**src/design/uafd_pkg.sv**
```systemverilog
package uafd_pkg;
    // Register map
    localparam logic [2:0] ADDR_DATA = 3'h0;
    localparam logic [2:0] ADDR_CSA = 3'h1;
    localparam logic [2:0] ADDR_CSB = 3'h2;
    localparam logic [2:0] ADDR_CSC = 3'h3;
    localparam logic [2:0] ADDR_BAUD_LO = 3'h4;
    localparam logic [2:0] ADDR_BAUD_HI = 3'h5;
    // control_status_a fields
    localparam int A_RX_DONE = 7;
    localparam int A_TX_DONE = 6;
    localparam int A_TX_EMPTY = 5;
    localparam int A_FRAME_ERR = 4;
    localparam int A_OVERRUN = 3;
    localparam int A_PARITY_ERR = 2;
    localparam int A_DOUBLE = 1;
    localparam int A_FILTER = 0;
    // control_b fields
    localparam int B_RX_EN = 4;
    localparam int B_TX_EN = 3;
    localparam int B_SIZE2 = 2;
    localparam int B_RX_NINTH = 1;
    localparam int B_TX_NINTH = 0;
    // control_c fields
    localparam int C_PAR_HI = 5;
    localparam int C_PAR_LO = 4;
    localparam int C_STOP2 = 3;
    localparam int C_SIZE1 = 2;
    localparam int C_SIZE0 = 1;
    localparam logic [1:0] SIZE_LOW_RESET = 2'h3;
    localparam logic [11:0] BAUD_RESET = 12'h000;
    localparam logic [2:0] SIZE_NINE = 3'h7;
    // Sampling figures
    localparam logic [4:0] SAMPLES_NORMAL = 5'h10;
    localparam logic [4:0] SAMPLES_DOUBLE = 5'h08;
    localparam logic [4:0] FIRST_NORMAL = 5'h08;
    localparam logic [4:0] FIRST_DOUBLE = 5'h04;
    localparam logic [4:0] MID_NORMAL = 5'h09;
    localparam logic [4:0] MID_DOUBLE = 5'h05;

    typedef enum logic [1:0] {
        RX_IDLE = 2'b00,
        RX_START = 2'b01,
        RX_BITS = 2'b10
    } uafd_rx_e;
endpackage
```
**src/design/uafd_core.sv**
```systemverilog
`timescale 1ns/1ps
//Contract
//- 16 samples per bit, 8 double speed
//- First vote sample 8, or 4 double
//- Middle vote sample 9, or 5 double
//- Data plus parity spans 5 to 10
//- Filter on drops non-address frames
//- Transmitter ignores the filter setting
//- Type bit: first stop, or ninth bit
//- Type one means address, zero data
//- Accepted address frame stored, flags normal
//- One data address: write tx, read rx
//- Unused upper bits ignored, read zero
//- Data write ignored while buffer full
//- Buffer loads shifter when empty, shifts out
//- Two-entry receive FIFO pops per read
//- Three centre samples majority vote
//- Start bit needs at most one high
//- Receiver disable empties FIFO at once
module uafd_core import uafd_pkg::*; (
    input wire logic ref_clk_in,
    input wire logic srst_in,
    input wire logic [2:0] bus_addr_in,
    input wire logic [7:0] bus_wdata_in,
    input wire logic bus_wr_in,
    input wire logic bus_rd_in,
    output logic [7:0] bus_rdata_out,
    input wire logic serial_in_pin_in,
    output logic serial_out_pin_out
);
    function automatic logic [3:0] char_bits(input logic [2:0] code);
        case (code)
            3'h0: char_bits = 4'h5;
            3'h1: char_bits = 4'h6;
            3'h2: char_bits = 4'h7;
            SIZE_NINE: char_bits = 4'h9;
            default: char_bits = 4'h8;
        endcase
    endfunction

    function automatic logic maj3(input logic [2:0] s);
        maj3 = (s[0] & s[1]) | (s[0] & s[2]) | (s[1] & s[2]);
    endfunction

    // Serial input synchroniser and sample tick
    logic rx_meta, rx_pin;
    logic [11:0] baud_cnt, next_baud_cnt;
    logic tick, next_tick;

    // Software state
    logic addr_filter_enable, double_speed_select, tx_complete_flag;
    logic rx_en, tx_en, size2, tx_ninth_bit;
    logic [1:0] par_mode, size_low;
    logic stop_bits_select;
    logic [11:0] baud_divisor;
    logic next_addr_filter_enable, next_double_speed_select;
    logic next_tx_complete_flag, next_rx_en, next_tx_en, next_size2;
    logic next_tx_ninth_bit, next_stop_bits_select;
    logic [1:0] next_par_mode, next_size_low;
    logic [11:0] next_baud_divisor;

    // Receiver and FIFO
    uafd_rx_e rx_state, next_rx_state;
    logic [4:0] rx_cnt, next_rx_cnt;
    logic [1:0] rx_samp, next_rx_samp;
    logic [3:0] rx_idx, next_rx_idx;
    logic [10:0] rx_frame, next_rx_frame;
    logic dor_pend, next_dor_pend;
    logic [1:0][8:0] fifo_data, next_fifo_data;
    logic [1:0][2:0] fifo_err, next_fifo_err;
    logic [1:0] fifo_cnt, next_fifo_cnt;
    logic fifo_head, next_fifo_head;

    // Transmitter
    logic [8:0] tx_holding_reg, next_tx_holding_reg;
    logic tx_full, next_tx_full;
    logic [12:0] tx_sh, next_tx_sh;
    logic [3:0] tx_left, next_tx_left;
    logic [4:0] tx_cnt, next_tx_cnt;
    logic tx_live, next_tx_live;
    logic next_serial_out;
    logic [7:0] next_rdata;

    // Shared decode
    logic [3:0] nbits, rx_need, tx_len;
    logic [4:0] spb, s_first, s_mid;
    logic par_en, rx_bit, pop, push, frame_type, stop_bit, fe, pe;
    logic [1:0] cnt_after_pop;
    logic [10:0] f;
    logic [8:0] d;
    logic [12:0] tx_img;
    logic [8:0] head_data;
    logic [2:0] head_err;

    always_comb begin
        nbits = char_bits({size2, size_low});
        par_en = par_mode[1];
        spb = double_speed_select ? SAMPLES_DOUBLE : SAMPLES_NORMAL;
        s_first = double_speed_select ? FIRST_DOUBLE : FIRST_NORMAL;
        s_mid = double_speed_select ? MID_DOUBLE : MID_NORMAL;
        // Data, parity and first stop; later stops are never sampled
        rx_need = nbits + {3'h0, par_en} + 4'h1;
        rx_bit = maj3({rx_pin, rx_samp});
        head_data = fifo_data[fifo_head];
        head_err = (fifo_cnt != 2'h0) ? fifo_err[fifo_head] : 3'h0;
        next_baud_cnt = baud_cnt - 12'h001;
        next_tick = 1'b0;
        if (baud_cnt == 12'h000) begin
            next_baud_cnt = baud_divisor;
            next_tick = 1'b1;
        end
        next_addr_filter_enable = addr_filter_enable;
        next_double_speed_select = double_speed_select;
        next_tx_complete_flag = tx_complete_flag;
        next_rx_en = rx_en;
        next_tx_en = tx_en;
        next_size2 = size2;
        next_tx_ninth_bit = tx_ninth_bit;
        next_par_mode = par_mode;
        next_size_low = size_low;
        next_stop_bits_select = stop_bits_select;
        next_baud_divisor = baud_divisor;
        next_tx_holding_reg = tx_holding_reg;
        next_tx_full = tx_full;
        next_rdata = 8'h00;
        if (bus_wr_in) begin
            case (bus_addr_in)
                ADDR_DATA: begin
                    if (!tx_full) begin
                        next_tx_holding_reg = {tx_ninth_bit, bus_wdata_in};
                        next_tx_full = 1'b1;
                    end
                end
                ADDR_CSA: begin
                    next_double_speed_select = bus_wdata_in[A_DOUBLE];
                    next_addr_filter_enable = bus_wdata_in[A_FILTER];
                    if (bus_wdata_in[A_TX_DONE]) begin
                        next_tx_complete_flag = 1'b0;
                    end
                end
                ADDR_CSB: begin
                    next_rx_en = bus_wdata_in[B_RX_EN];
                    next_tx_en = bus_wdata_in[B_TX_EN];
                    next_size2 = bus_wdata_in[B_SIZE2];
                    next_tx_ninth_bit = bus_wdata_in[B_TX_NINTH];
                end
                ADDR_CSC: begin
                    next_par_mode = bus_wdata_in[C_PAR_HI:C_PAR_LO];
                    next_stop_bits_select = bus_wdata_in[C_STOP2];
                    next_size_low = bus_wdata_in[C_SIZE1:C_SIZE0];
                end
                ADDR_BAUD_LO: next_baud_divisor[7:0] = bus_wdata_in;
                ADDR_BAUD_HI: next_baud_divisor[11:8] = bus_wdata_in[3:0];
                default: ;
            endcase
        end
        if (bus_rd_in) begin
            case (bus_addr_in)
                ADDR_DATA: begin
                    if (fifo_cnt != 2'h0) begin
                        next_rdata = head_data[7:0];
                    end
                end
                ADDR_CSA: next_rdata = {fifo_cnt != 2'h0, tx_complete_flag,
                    !tx_full, head_err, double_speed_select,
                    addr_filter_enable};
                ADDR_CSB: next_rdata = {3'h0, rx_en, tx_en, size2,
                    (fifo_cnt != 2'h0) & head_data[8], tx_ninth_bit};
                ADDR_CSC: next_rdata = {2'h0, par_mode, stop_bits_select,
                    size_low, 1'b0};
                ADDR_BAUD_LO: next_rdata = baud_divisor[7:0];
                ADDR_BAUD_HI: next_rdata = {4'h0, baud_divisor[11:8]};
                default: next_rdata = 8'h00;
            endcase
        end
        // Any data read pops, even one that only wanted a bit
        pop = bus_rd_in && (bus_addr_in == ADDR_DATA)
            && (fifo_cnt != 2'h0);
        cnt_after_pop = fifo_cnt - {1'b0, pop};
        next_fifo_head = fifo_head ^ pop;
        next_fifo_data = fifo_data;
        next_fifo_err = fifo_err;
        next_rx_state = rx_state;
        next_rx_cnt = rx_cnt;
        next_rx_samp = rx_samp;
        next_rx_idx = rx_idx;
        next_rx_frame = rx_frame;
        next_dor_pend = dor_pend;
        push = 1'b0;
        f = rx_frame;
        f[rx_idx] = rx_bit;
        d = f[8:0];
        for (int i = 0; i < 9; i++) begin
            if (i >= int'(nbits)) begin
                d[i] = 1'b0;
            end
        end
        stop_bit = f[rx_need - 4'h1];
        frame_type = (nbits == 4'h9) ? f[8] : stop_bit;
        fe = !stop_bit;
        pe = par_en & (^d ^ f[nbits] ^ par_mode[0]);
        if (tick && rx_state == RX_IDLE) begin
            if (!rx_pin) begin
                next_rx_state = RX_START;
                next_rx_cnt = 5'h02; // This edge was sample one
            end
        end else if (tick) begin
            next_rx_cnt = (rx_cnt == spb) ? 5'h01 : rx_cnt + 5'h01;
            if (rx_cnt == s_first) begin
                next_rx_samp[0] = rx_pin;
            end
            if (rx_cnt == s_mid) begin
                next_rx_samp[1] = rx_pin;
            end
            if (rx_cnt == s_mid + 5'h01) begin
                if (rx_state == RX_START) begin
                    next_rx_idx = 4'h0;
                    // Two or more high samples mean a noise spike
                    next_rx_state = rx_bit ? RX_IDLE : RX_BITS;
                end else begin
                    next_rx_frame = f;
                    next_rx_idx = rx_idx + 4'h1;
                    if (rx_idx == rx_need - 4'h1) begin
                        // Early return to idle allows the next start
                        next_rx_state = RX_IDLE;
                        if (addr_filter_enable && !frame_type) begin
                            push = 1'b0;
                        end else if (cnt_after_pop == 2'h2) begin
                            next_dor_pend = 1'b1;
                        end else begin
                            push = 1'b1;
                        end
                    end
                end
            end
        end
        next_fifo_cnt = cnt_after_pop + {1'b0, push};
        if (push) begin
            next_fifo_data[next_fifo_head ^ cnt_after_pop[0]] = d;
            next_fifo_err[next_fifo_head ^ cnt_after_pop[0]] =
                {fe, dor_pend, pe};
            next_dor_pend = 1'b0;
        end
        if (!next_rx_en) begin
            next_rx_state = RX_IDLE;
            next_fifo_cnt = 2'h0;
            next_dor_pend = 1'b0;
        end
        // Transmitter never looks at the address filter
        tx_img = 13'h1FFF;
        tx_img[0] = 1'b0;
        for (int i = 0; i < 9; i++) begin
            if (i < int'(nbits)) begin
                tx_img[i + 1] = tx_holding_reg[i];
            end
        end
        if (par_en) begin
            tx_img[nbits + 4'h1] = ^(tx_holding_reg & ~(9'h1FF << nbits))
                ^ par_mode[0];
        end
        tx_len = nbits + {3'h0, par_en} + {3'h0, stop_bits_select}
            + 4'h2;
        // Disable waits for pending and ongoing frames
        next_tx_live = tx_en | (tx_live & (tx_full | tx_left != 4'h0));
        next_tx_sh = tx_sh;
        next_tx_left = tx_left;
        next_tx_cnt = tx_cnt;
        if (tx_left == 4'h0) begin
            if (tx_full && (tx_live || tx_en)) begin
                next_tx_sh = tx_img;
                next_tx_left = tx_len;
                next_tx_cnt = 5'h01;
                next_tx_full = 1'b0;
            end
        end else if (tick) begin
            next_tx_cnt = tx_cnt + 5'h01;
            if (tx_cnt == spb) begin
                next_tx_cnt = 5'h01;
                next_tx_sh = {1'b1, tx_sh[12:1]};
                next_tx_left = tx_left - 4'h1;
                if (tx_left == 4'h1 && !tx_full) begin
                    next_tx_complete_flag = 1'b1;
                end
            end
        end
        next_serial_out = (next_tx_left != 4'h0) ? next_tx_sh[0] : 1'b1;
    end

    always_ff @(posedge ref_clk_in) begin
        rx_meta <= serial_in_pin_in;
        rx_pin <= rx_meta;
        if (srst_in) begin
            rx_meta <= 1'b1;
            rx_pin <= 1'b1;
            baud_cnt <= BAUD_RESET;
            tick <= 1'b0;
            addr_filter_enable <= 1'b0;
            double_speed_select <= 1'b0;
            tx_complete_flag <= 1'b0;
            rx_en <= 1'b0;
            tx_en <= 1'b0;
            size2 <= 1'b0;
            tx_ninth_bit <= 1'b0;
            par_mode <= 2'h0;
            size_low <= SIZE_LOW_RESET;
            stop_bits_select <= 1'b0;
            baud_divisor <= BAUD_RESET;
            rx_state <= RX_IDLE;
            rx_cnt <= 5'h00;
            rx_samp <= 2'h3;
            rx_idx <= 4'h0;
            rx_frame <= 11'h000;
            dor_pend <= 1'b0;
            fifo_data <= '0;
            fifo_err <= '0;
            fifo_cnt <= 2'h0;
            fifo_head <= 1'b0;
            tx_holding_reg <= 9'h000;
            tx_full <= 1'b0;
            tx_sh <= 13'h1FFF;
            tx_left <= 4'h0;
            tx_cnt <= 5'h00;
            tx_live <= 1'b0;
            serial_out_pin_out <= 1'b1;
            bus_rdata_out <= 8'h00;
        end else begin
            baud_cnt <= next_baud_cnt;
            tick <= next_tick;
            addr_filter_enable <= next_addr_filter_enable;
            double_speed_select <= next_double_speed_select;
            tx_complete_flag <= next_tx_complete_flag;
            rx_en <= next_rx_en;
            tx_en <= next_tx_en;
            size2 <= next_size2;
            tx_ninth_bit <= next_tx_ninth_bit;
            par_mode <= next_par_mode;
            size_low <= next_size_low;
            stop_bits_select <= next_stop_bits_select;
            baud_divisor <= next_baud_divisor;
            rx_state <= next_rx_state;
            rx_cnt <= next_rx_cnt;
            rx_samp <= next_rx_samp;
            rx_idx <= next_rx_idx;
            rx_frame <= next_rx_frame;
            dor_pend <= next_dor_pend;
            fifo_data <= next_fifo_data;
            fifo_err <= next_fifo_err;
            fifo_cnt <= next_fifo_cnt;
            fifo_head <= next_fifo_head;
            tx_holding_reg <= next_tx_holding_reg;
            tx_full <= next_tx_full;
            tx_sh <= next_tx_sh;
            tx_left <= next_tx_left;
            tx_cnt <= next_tx_cnt;
            tx_live <= next_tx_live;
            serial_out_pin_out <= next_serial_out;
            bus_rdata_out <= next_rdata;
        end
    end
endmodule

```
**config.mk**
```make
export PLATFORM = sky130hd
export DESIGN_NAME = uafd_core
export DESIGN_NICKNAME = d
export VERILOG_FILES = /design/src/design/uafd_pkg.sv /design/src/design/uafd_core.sv
export SDC_FILE = /design/constraint.sdc
export NUM_CORES = 1
export LEC_CHECK = 0
export ABC_AREA = 1
export BUFFER_PORTS_ARGS = -buffer_cell sky130_fd_sc_hd__clkbuf_2
export CORE_AREA = 2 2 116 162
export CTS_CLUSTER_DIAMETER = 40
export DETAILED_ROUTE_END_ITERATION = 8
export DIE_AREA = 0 0 118 164
export PLACE_DENSITY = 0.62
export SETUP_SLACK_MARGIN = 0.15
export SLEW_MARGIN = 15
export SYNTH_ARGS = -nofsm -noshare
export SYNTH_HDL_FRONTEND = slang
export SYNTH_SLANG_ARGS = --single-unit
```
**constraint.sdc**
```tcl
create_clock -name ref_clk_in -period 5 [get_ports ref_clk_in]
set_clock_uncertainty 0.05 [all_clocks]
set_input_delay 1.5 -clock ref_clk_in [delete_from_list [all_inputs] [get_ports ref_clk_in]]
set_output_delay 1.5 -clock ref_clk_in [all_outputs]
set_load 0.005 [all_outputs]
```
# Yosys cells after proc, flatten, opt, wreduce, memory -nomap -nowiden
# Cells that the tools add are included.
# Widths: inputs -> output; s select.
[totals]
out_inout_bits = 9
ff_bits = 133
[classes]
shift = 1
n_mux = 93
n_eq_ne = 20
reduce_logical = 47
addsub = 14
bitwise = 24
magnitude_cmp = 27
[op_table]
columns = ["cell", "n"]
rows = [
  ["$mux 13", 5],
  ["$pmux 8 s6", 1],
  ["$mux 5", 9],
  ["$mux 1", 44],
  ["$mux 4", 7],
  ["$mux 9", 3],
  ["$lt 4x5->1 const B", 4],
  ["$bwmux 18", 1],
  ["$reduce_xor 9->1", 2],
  ["$ge 3x4->1 const A", 4],
  ["$lt 3x4->1 const A", 4],
  ["$pmux 4 s4", 1],
  ["$eq 5x5->1", 3],
  ["$reduce_and 3->1", 5],
  ["$mux 2", 7],
  ["$reduce_and 2->1", 7],
  ["$bwmux 13", 1],
  ["$add 4x1->4 const B", 3],
  ["$logic_not 12->1", 1],
  ["$mux 12", 1],
  ["$mux 3", 4],
  ["$sub 12x1->12 const B", 1],
  ["$bwmux 11", 1],
  ["$add 5x1->5 const B", 2],
  ["52 further kinds", 105],
]

# Longest topological paths before layout
[logic_depth]
depth_word = 17
mapped_depth = 23

# Worst setup path before layout
# No wires, ideal clock.
[synth_timing]
kind = "input port to flip-flop"
from = "input port bus_addr_in[1]"
to = "register fifo_cnt[1]"
required_time_ns = 4.834
setup_slack_ns = 1.281
setup_time_ns = 0.116
arrival_time_ns = 3.553
path_buffers = 0
stages = 14
path_cell_list = "nor2_1 nand2_1 nor2_1 nand2_1 inv_1 ha_1 xnor2_1 nor2_1 nor4_4 nand3_1 inv_1 ha_1 xor2_1 nor2_1"
[synth_between]
elab_chain_cells = 13
word_cells_on_any_way = 18
[synth_rtl]
columns = ["element", "line_no", "source"]
rows = [
  ["start: declaration", "uafd_core.sv:23", "input wire logic [2:0] bus_addr_in,"],
  ["$logic_not 3->1", "uafd_core.sv:177", "pop = bus_rd_in && (bus_addr_in == ADDR_DATA)"],
  ["$logic_and 1x1->1", "uafd_core.sv:177", ""],
  ["$logic_and 1x1->1", "uafd_core.sv:178", "&& (fifo_cnt != 2'h0);"],
  ["$sub 2x1->2", "uafd_core.sv:179", "cnt_after_pop = fifo_cnt - {1'b0, pop};"],
  ["$eq 2x2->1", "uafd_core.sv:228", "end else if (cnt_after_pop == 2'h2) begin"],
  ["$mux 1", "uafd_core.sv:228", ""],
  ["$mux 1", "uafd_core.sv:226", "if (addr_filter_enable && !frame_type) begin"],
  ["$mux 1", "uafd_core.sv:223", "if (rx_idx == rx_need - 4'h1) begin"],
  ["$mux 1", "uafd_core.sv:216", "if (rx_state == RX_START) begin"],
  ["$mux 1", "uafd_core.sv:215", "if (rx_cnt == s_mid + 5'h01) begin"],
  ["$mux 1", "uafd_core.sv:207", "end else if (tick) begin"],
  ["$mux 1", "uafd_core.sv:202", "if (tick && rx_state == RX_IDLE) begin"],
  ["$add 2x1->2", "uafd_core.sv:237", "next_fifo_cnt = cnt_after_pop + {1'b0, push};"],
  ["end signal: assignment", "uafd_core.sv:348", "fifo_cnt <= next_fifo_cnt;"],
  ["end: declaration", "uafd_core.sv:71", "logic [1:0] fifo_cnt, next_fifo_cnt;"],
]
# Several ways; a longest one is shown, not always the timed one.
# A chain may end at the register's enable or synchronous reset.

# Final worst setup path
[layout_timing]
from = "input port bus_addr_in[1]"
to = "register fifo_err[5] (netlist bit)"
[layout_between]
elab_chain_cells = 12
word_cells_on_any_way = 20
[layout_rtl]
columns = ["element", "line_no", "source"]
rows = [
  ["$logic_not 3->1 (*)", "uafd_core.sv:177", ""],
  ["$logic_and 1x1->1 (*)", "uafd_core.sv:177", ""],
  ["$logic_and 1x1->1 (*)", "uafd_core.sv:178", ""],
  ["$sub 2x1->2", "uafd_core.sv:179", ""],
  ["$eq 2x2->1", "uafd_core.sv:228", ""],
  ["$mux 1", "uafd_core.sv:228", ""],
  ["$mux 1", "uafd_core.sv:226", ""],
  ["$mux 1", "uafd_core.sv:223", ""],
  ["$mux 1", "uafd_core.sv:216", ""],
  ["$mux 1", "uafd_core.sv:215", ""],
  ["$mux 1", "uafd_core.sv:207", ""],
  ["$mux 1", "uafd_core.sv:202", ""],
  ["end signal: assignment", "uafd_core.sv:347", "fifo_err <= next_fifo_err;"],
  ["end: declaration", "uafd_core.sv:70", "logic [1:0][2:0] fifo_err, next_fifo_err;"],
]
# Mark *: on every way between the ends. The rest lies on a longest branch, timed or not.

==> metrics.md <==
| Metric | Value |
|---|---|
| Gp weighted congestion | 0.840 |
| Post-synthesis sequential area ratio | 0.378 |
| Post-Synthesis Cells | 1030 |
| H-Tree Depth | 4 |
| Hold Path Class | register to register |
| CP delay by family, top | simple AND/OR/NAND/NOR gates |
| Initial Util | 0.393 |
| Post-synth cell types | 46 |
| Synth Register Bits | 133 |
| RSZ-0062 raised after global routing | false |
| Gr usage total | 0.191 |
| Final Util | 0.443 |
| Overflow after GRT | 0 |
| Fillers | 1855 |
| Final slew viol count | 0 |
| Chip height | 164 um |
| Overall routed net length | 17800 um |
| Setup crit end kind | register |
| P&R area growth vs syn | 12.7% |
| Clock root buffer | clkbuf_16 |
| Drt pass-1 iters | 5 |
| Biggest regs | fifo_data x18, tx_sh x13 |
| WL per Instance | 13.7 um |
| CP Data Arrival Time | 4.17 ns |
| Syn. warnings | 0 |
| Mapped Area | 0.00704 mm^2 |
| Leading area contributor after synthesis | dfxtp_1 |
| Crit path kind | primary input to register |
| Die area | 0.0194 mm^2 |
| CP max stage cell | nor4_4 |
| Setup TNS after final layout | 0 ns |
| CTS Buffer Depth | 2 |
| Max incr delay on CP | 0.45 ns |
| Critical Path Start Type | primary input |
| Core ar. | 0.0179 mm^2 |
| Vias per inst | 4.89 |
| Most numerous cell in the Yosys netlist | nand2_1 |
| Hold slack final | 0.358 ns |
| Worst reg-to-reg setup slack | 1.50 ns |
| Nets | 1086 |
| Leak Pwr | 3.49 nW |
| Top Ports | 25 |
| Worst VDD drop | 0.000231 V |
| Top-area cell type share of the netlist area | 0.378 |
| Vias in the first global route | 6110 |
| Clock-pin transition on the worst setup and hold timing paths | 0.06 ns |
| Horiz. Die Dim | 118 um |
| Drt initial violations | 367 |
| Worst slew margin | 0.447 |
| Setup Fix Bufs, Post-CTS | 0 |
| Outcome | finished clean |
| Worst r2r path cells | 13 |
| Period utilization | 0.782 |
| CP max FO | 24 |
| WP buf/inv | 2 |
| FP Rows | 58 |
| Register with the most flip-flops | fifo_data |
| Post-synth ARST share | 0 |
| Final HPWL DP | 13100 um |
| PortBufs | 24 |
| Footprint of the multi-input gates | 0.00365 mm^2 |
| Later-pin clock latency in the skew report | 0.42 ns |
| Power, Total | 2.78 mW |
| Resized cells post-CTS | 0 |
| Maxcap violations | 0 |
| Share of cells above drive strength 1 | 0.0895 |
| Hold buffers post-CTS | 0 |
| Net Count, Synth | 1066 |
| Max frequency | 0.256 GHz |
| Total power per unit cell area | 351 mW/mm^2 |
| Tightest Pin Transition | 0.823 ns |
| CTS tree | done |
| Critical Path RT | 5.26 ns |
| # clock sinks | 133 |
| Initial antenna violation count | 0 |
| Levels on crit path | 13 |
| Cells on Worst Hold Path | 1 |
| Total number of vias | 6360 |
| Largest register FFs | 18 |
| Synth cell count leaders | 218 x nand2_1, 151 x inv_1, 142 x nor2_1 |
| Syn Area/Cell | 6.84 um^2 |
| Crit-path cells | clkbuf_2 -> nor2_1 -> nand2_1 -> nor2_1 -> nand2_1 -> inv_1 -> ha_1 -> xnor2_1 -> nor2_1 -> nor4_4 -> nand4_4 -> o21bai_1 -> nor2_1 |
| CTS Buf Count | 17 |
| Final setup viols | 0 |
| EDFF count, synth | 0 |
| First-pass GRT wire length | 29300 um |
| Sequential cell area | 0.00266 mm^2 |
| Top cells by area, synth | dfxtp_1 38%, nand2_1 12%, inv_1 8.0% |
| Ys flop type | dfxtp_1 |
| Crit-path most repeated cell | nor2_1 |
| Final min period | 3.91 ns |
| Inserted Diodes | 0 |
| Final Hold Viols | 0 |
| Routed Antenna Nets | 0 |
| Largest net degree at the start of global routing | 52 |
| Drt drc | 0 |
logic make-up after synthesis:
logic type,Yosys count,synth area share
adders and majority gates,20,0.0355
AOI/OAI and AO/OA,212,0.169
and+or+nand+nor,452,0.277
buffers and inverters,186,0.104
DFF,133,0.378
xor gates and xnor gates,27,0.0362
power by group:
| group | total [mW] | switching [mW] | internal (mW) |
|---|---|---|---|
| registers | 1.17 | 0.0476 | 1.12 |
| logic | 0.432 | 0.276 | 0.156 |
| clock network | 1.18 | 0.476 | 0.707 |
| total | 2.78 | 0.800 | 1.98 |
through the flow:
step	setup slack, ns	instances	area [um^2]
2_1_floorplan	1.28	1030	7040
3_3_place_gp	0.771	1271	7370
3_5_place_dp	0.665	1271	7370
4_1_cts	1.10	1301	7930
5_1_grt	0.746	1301	7930
6_report	1.09	1301	7930
layout make-up:
| cell class | count | area share |
|---|---|---|
| inverter | 158 | 0.0751 |
| multi-input combinational | 711 | 0.460 |
| sequential | 133 | 0.336 |
| tap | 240 | 0.0378 |
| clock inverter | 10 | 0.0129 |
| clock buffer | 20 | 0.0576 |
| timing repair buffer | 29 | 0.0214 |
metal layers:
metal,track usage,wire length (um),share of wire,vias to the layer above
met5,0,0,0,-
li1,-,-,-,3352
met1,0.215,7640,0.43,2857
met3,0.0396,552,0.031,39
met4,0.0887,558,0.031,0
met2,0.348,9020,0.51,112
worst register-to-register path, delay by kind of cell, from the launching register on:
family,cells,cell delay [ns]
buf+inv,2,0.18
simple gates,8,1.78
fa+ha+maj,2,0.71
flops,1,0.39
compound gates,1,0.26
cell usage in the layout, fill, tap and decap left out, types with 15 or more instances in the layout:
cell type,instances
nor2_1,142
inv_1,150
a21oi_1,72
dfxtp_1,133
clkbuf_16,17
ha_1,20
clkbuf_2,24
nand2_2,15
nand3_1,37
nand2_1,218
o21ai_0,83
xor2_1,15
final timing paths:
| check | startpoint | end |
|---|---|---|
| setup reg to reg | size_low[1] | fifo_err[5] |
| hold reg to reg | rx_meta | rx_pin |
| setup / recovery | bus_addr_in[1] | fifo_err[5] |
| hold / removal | rx_meta | rx_pin |
(Power assumes the default switching activity.)
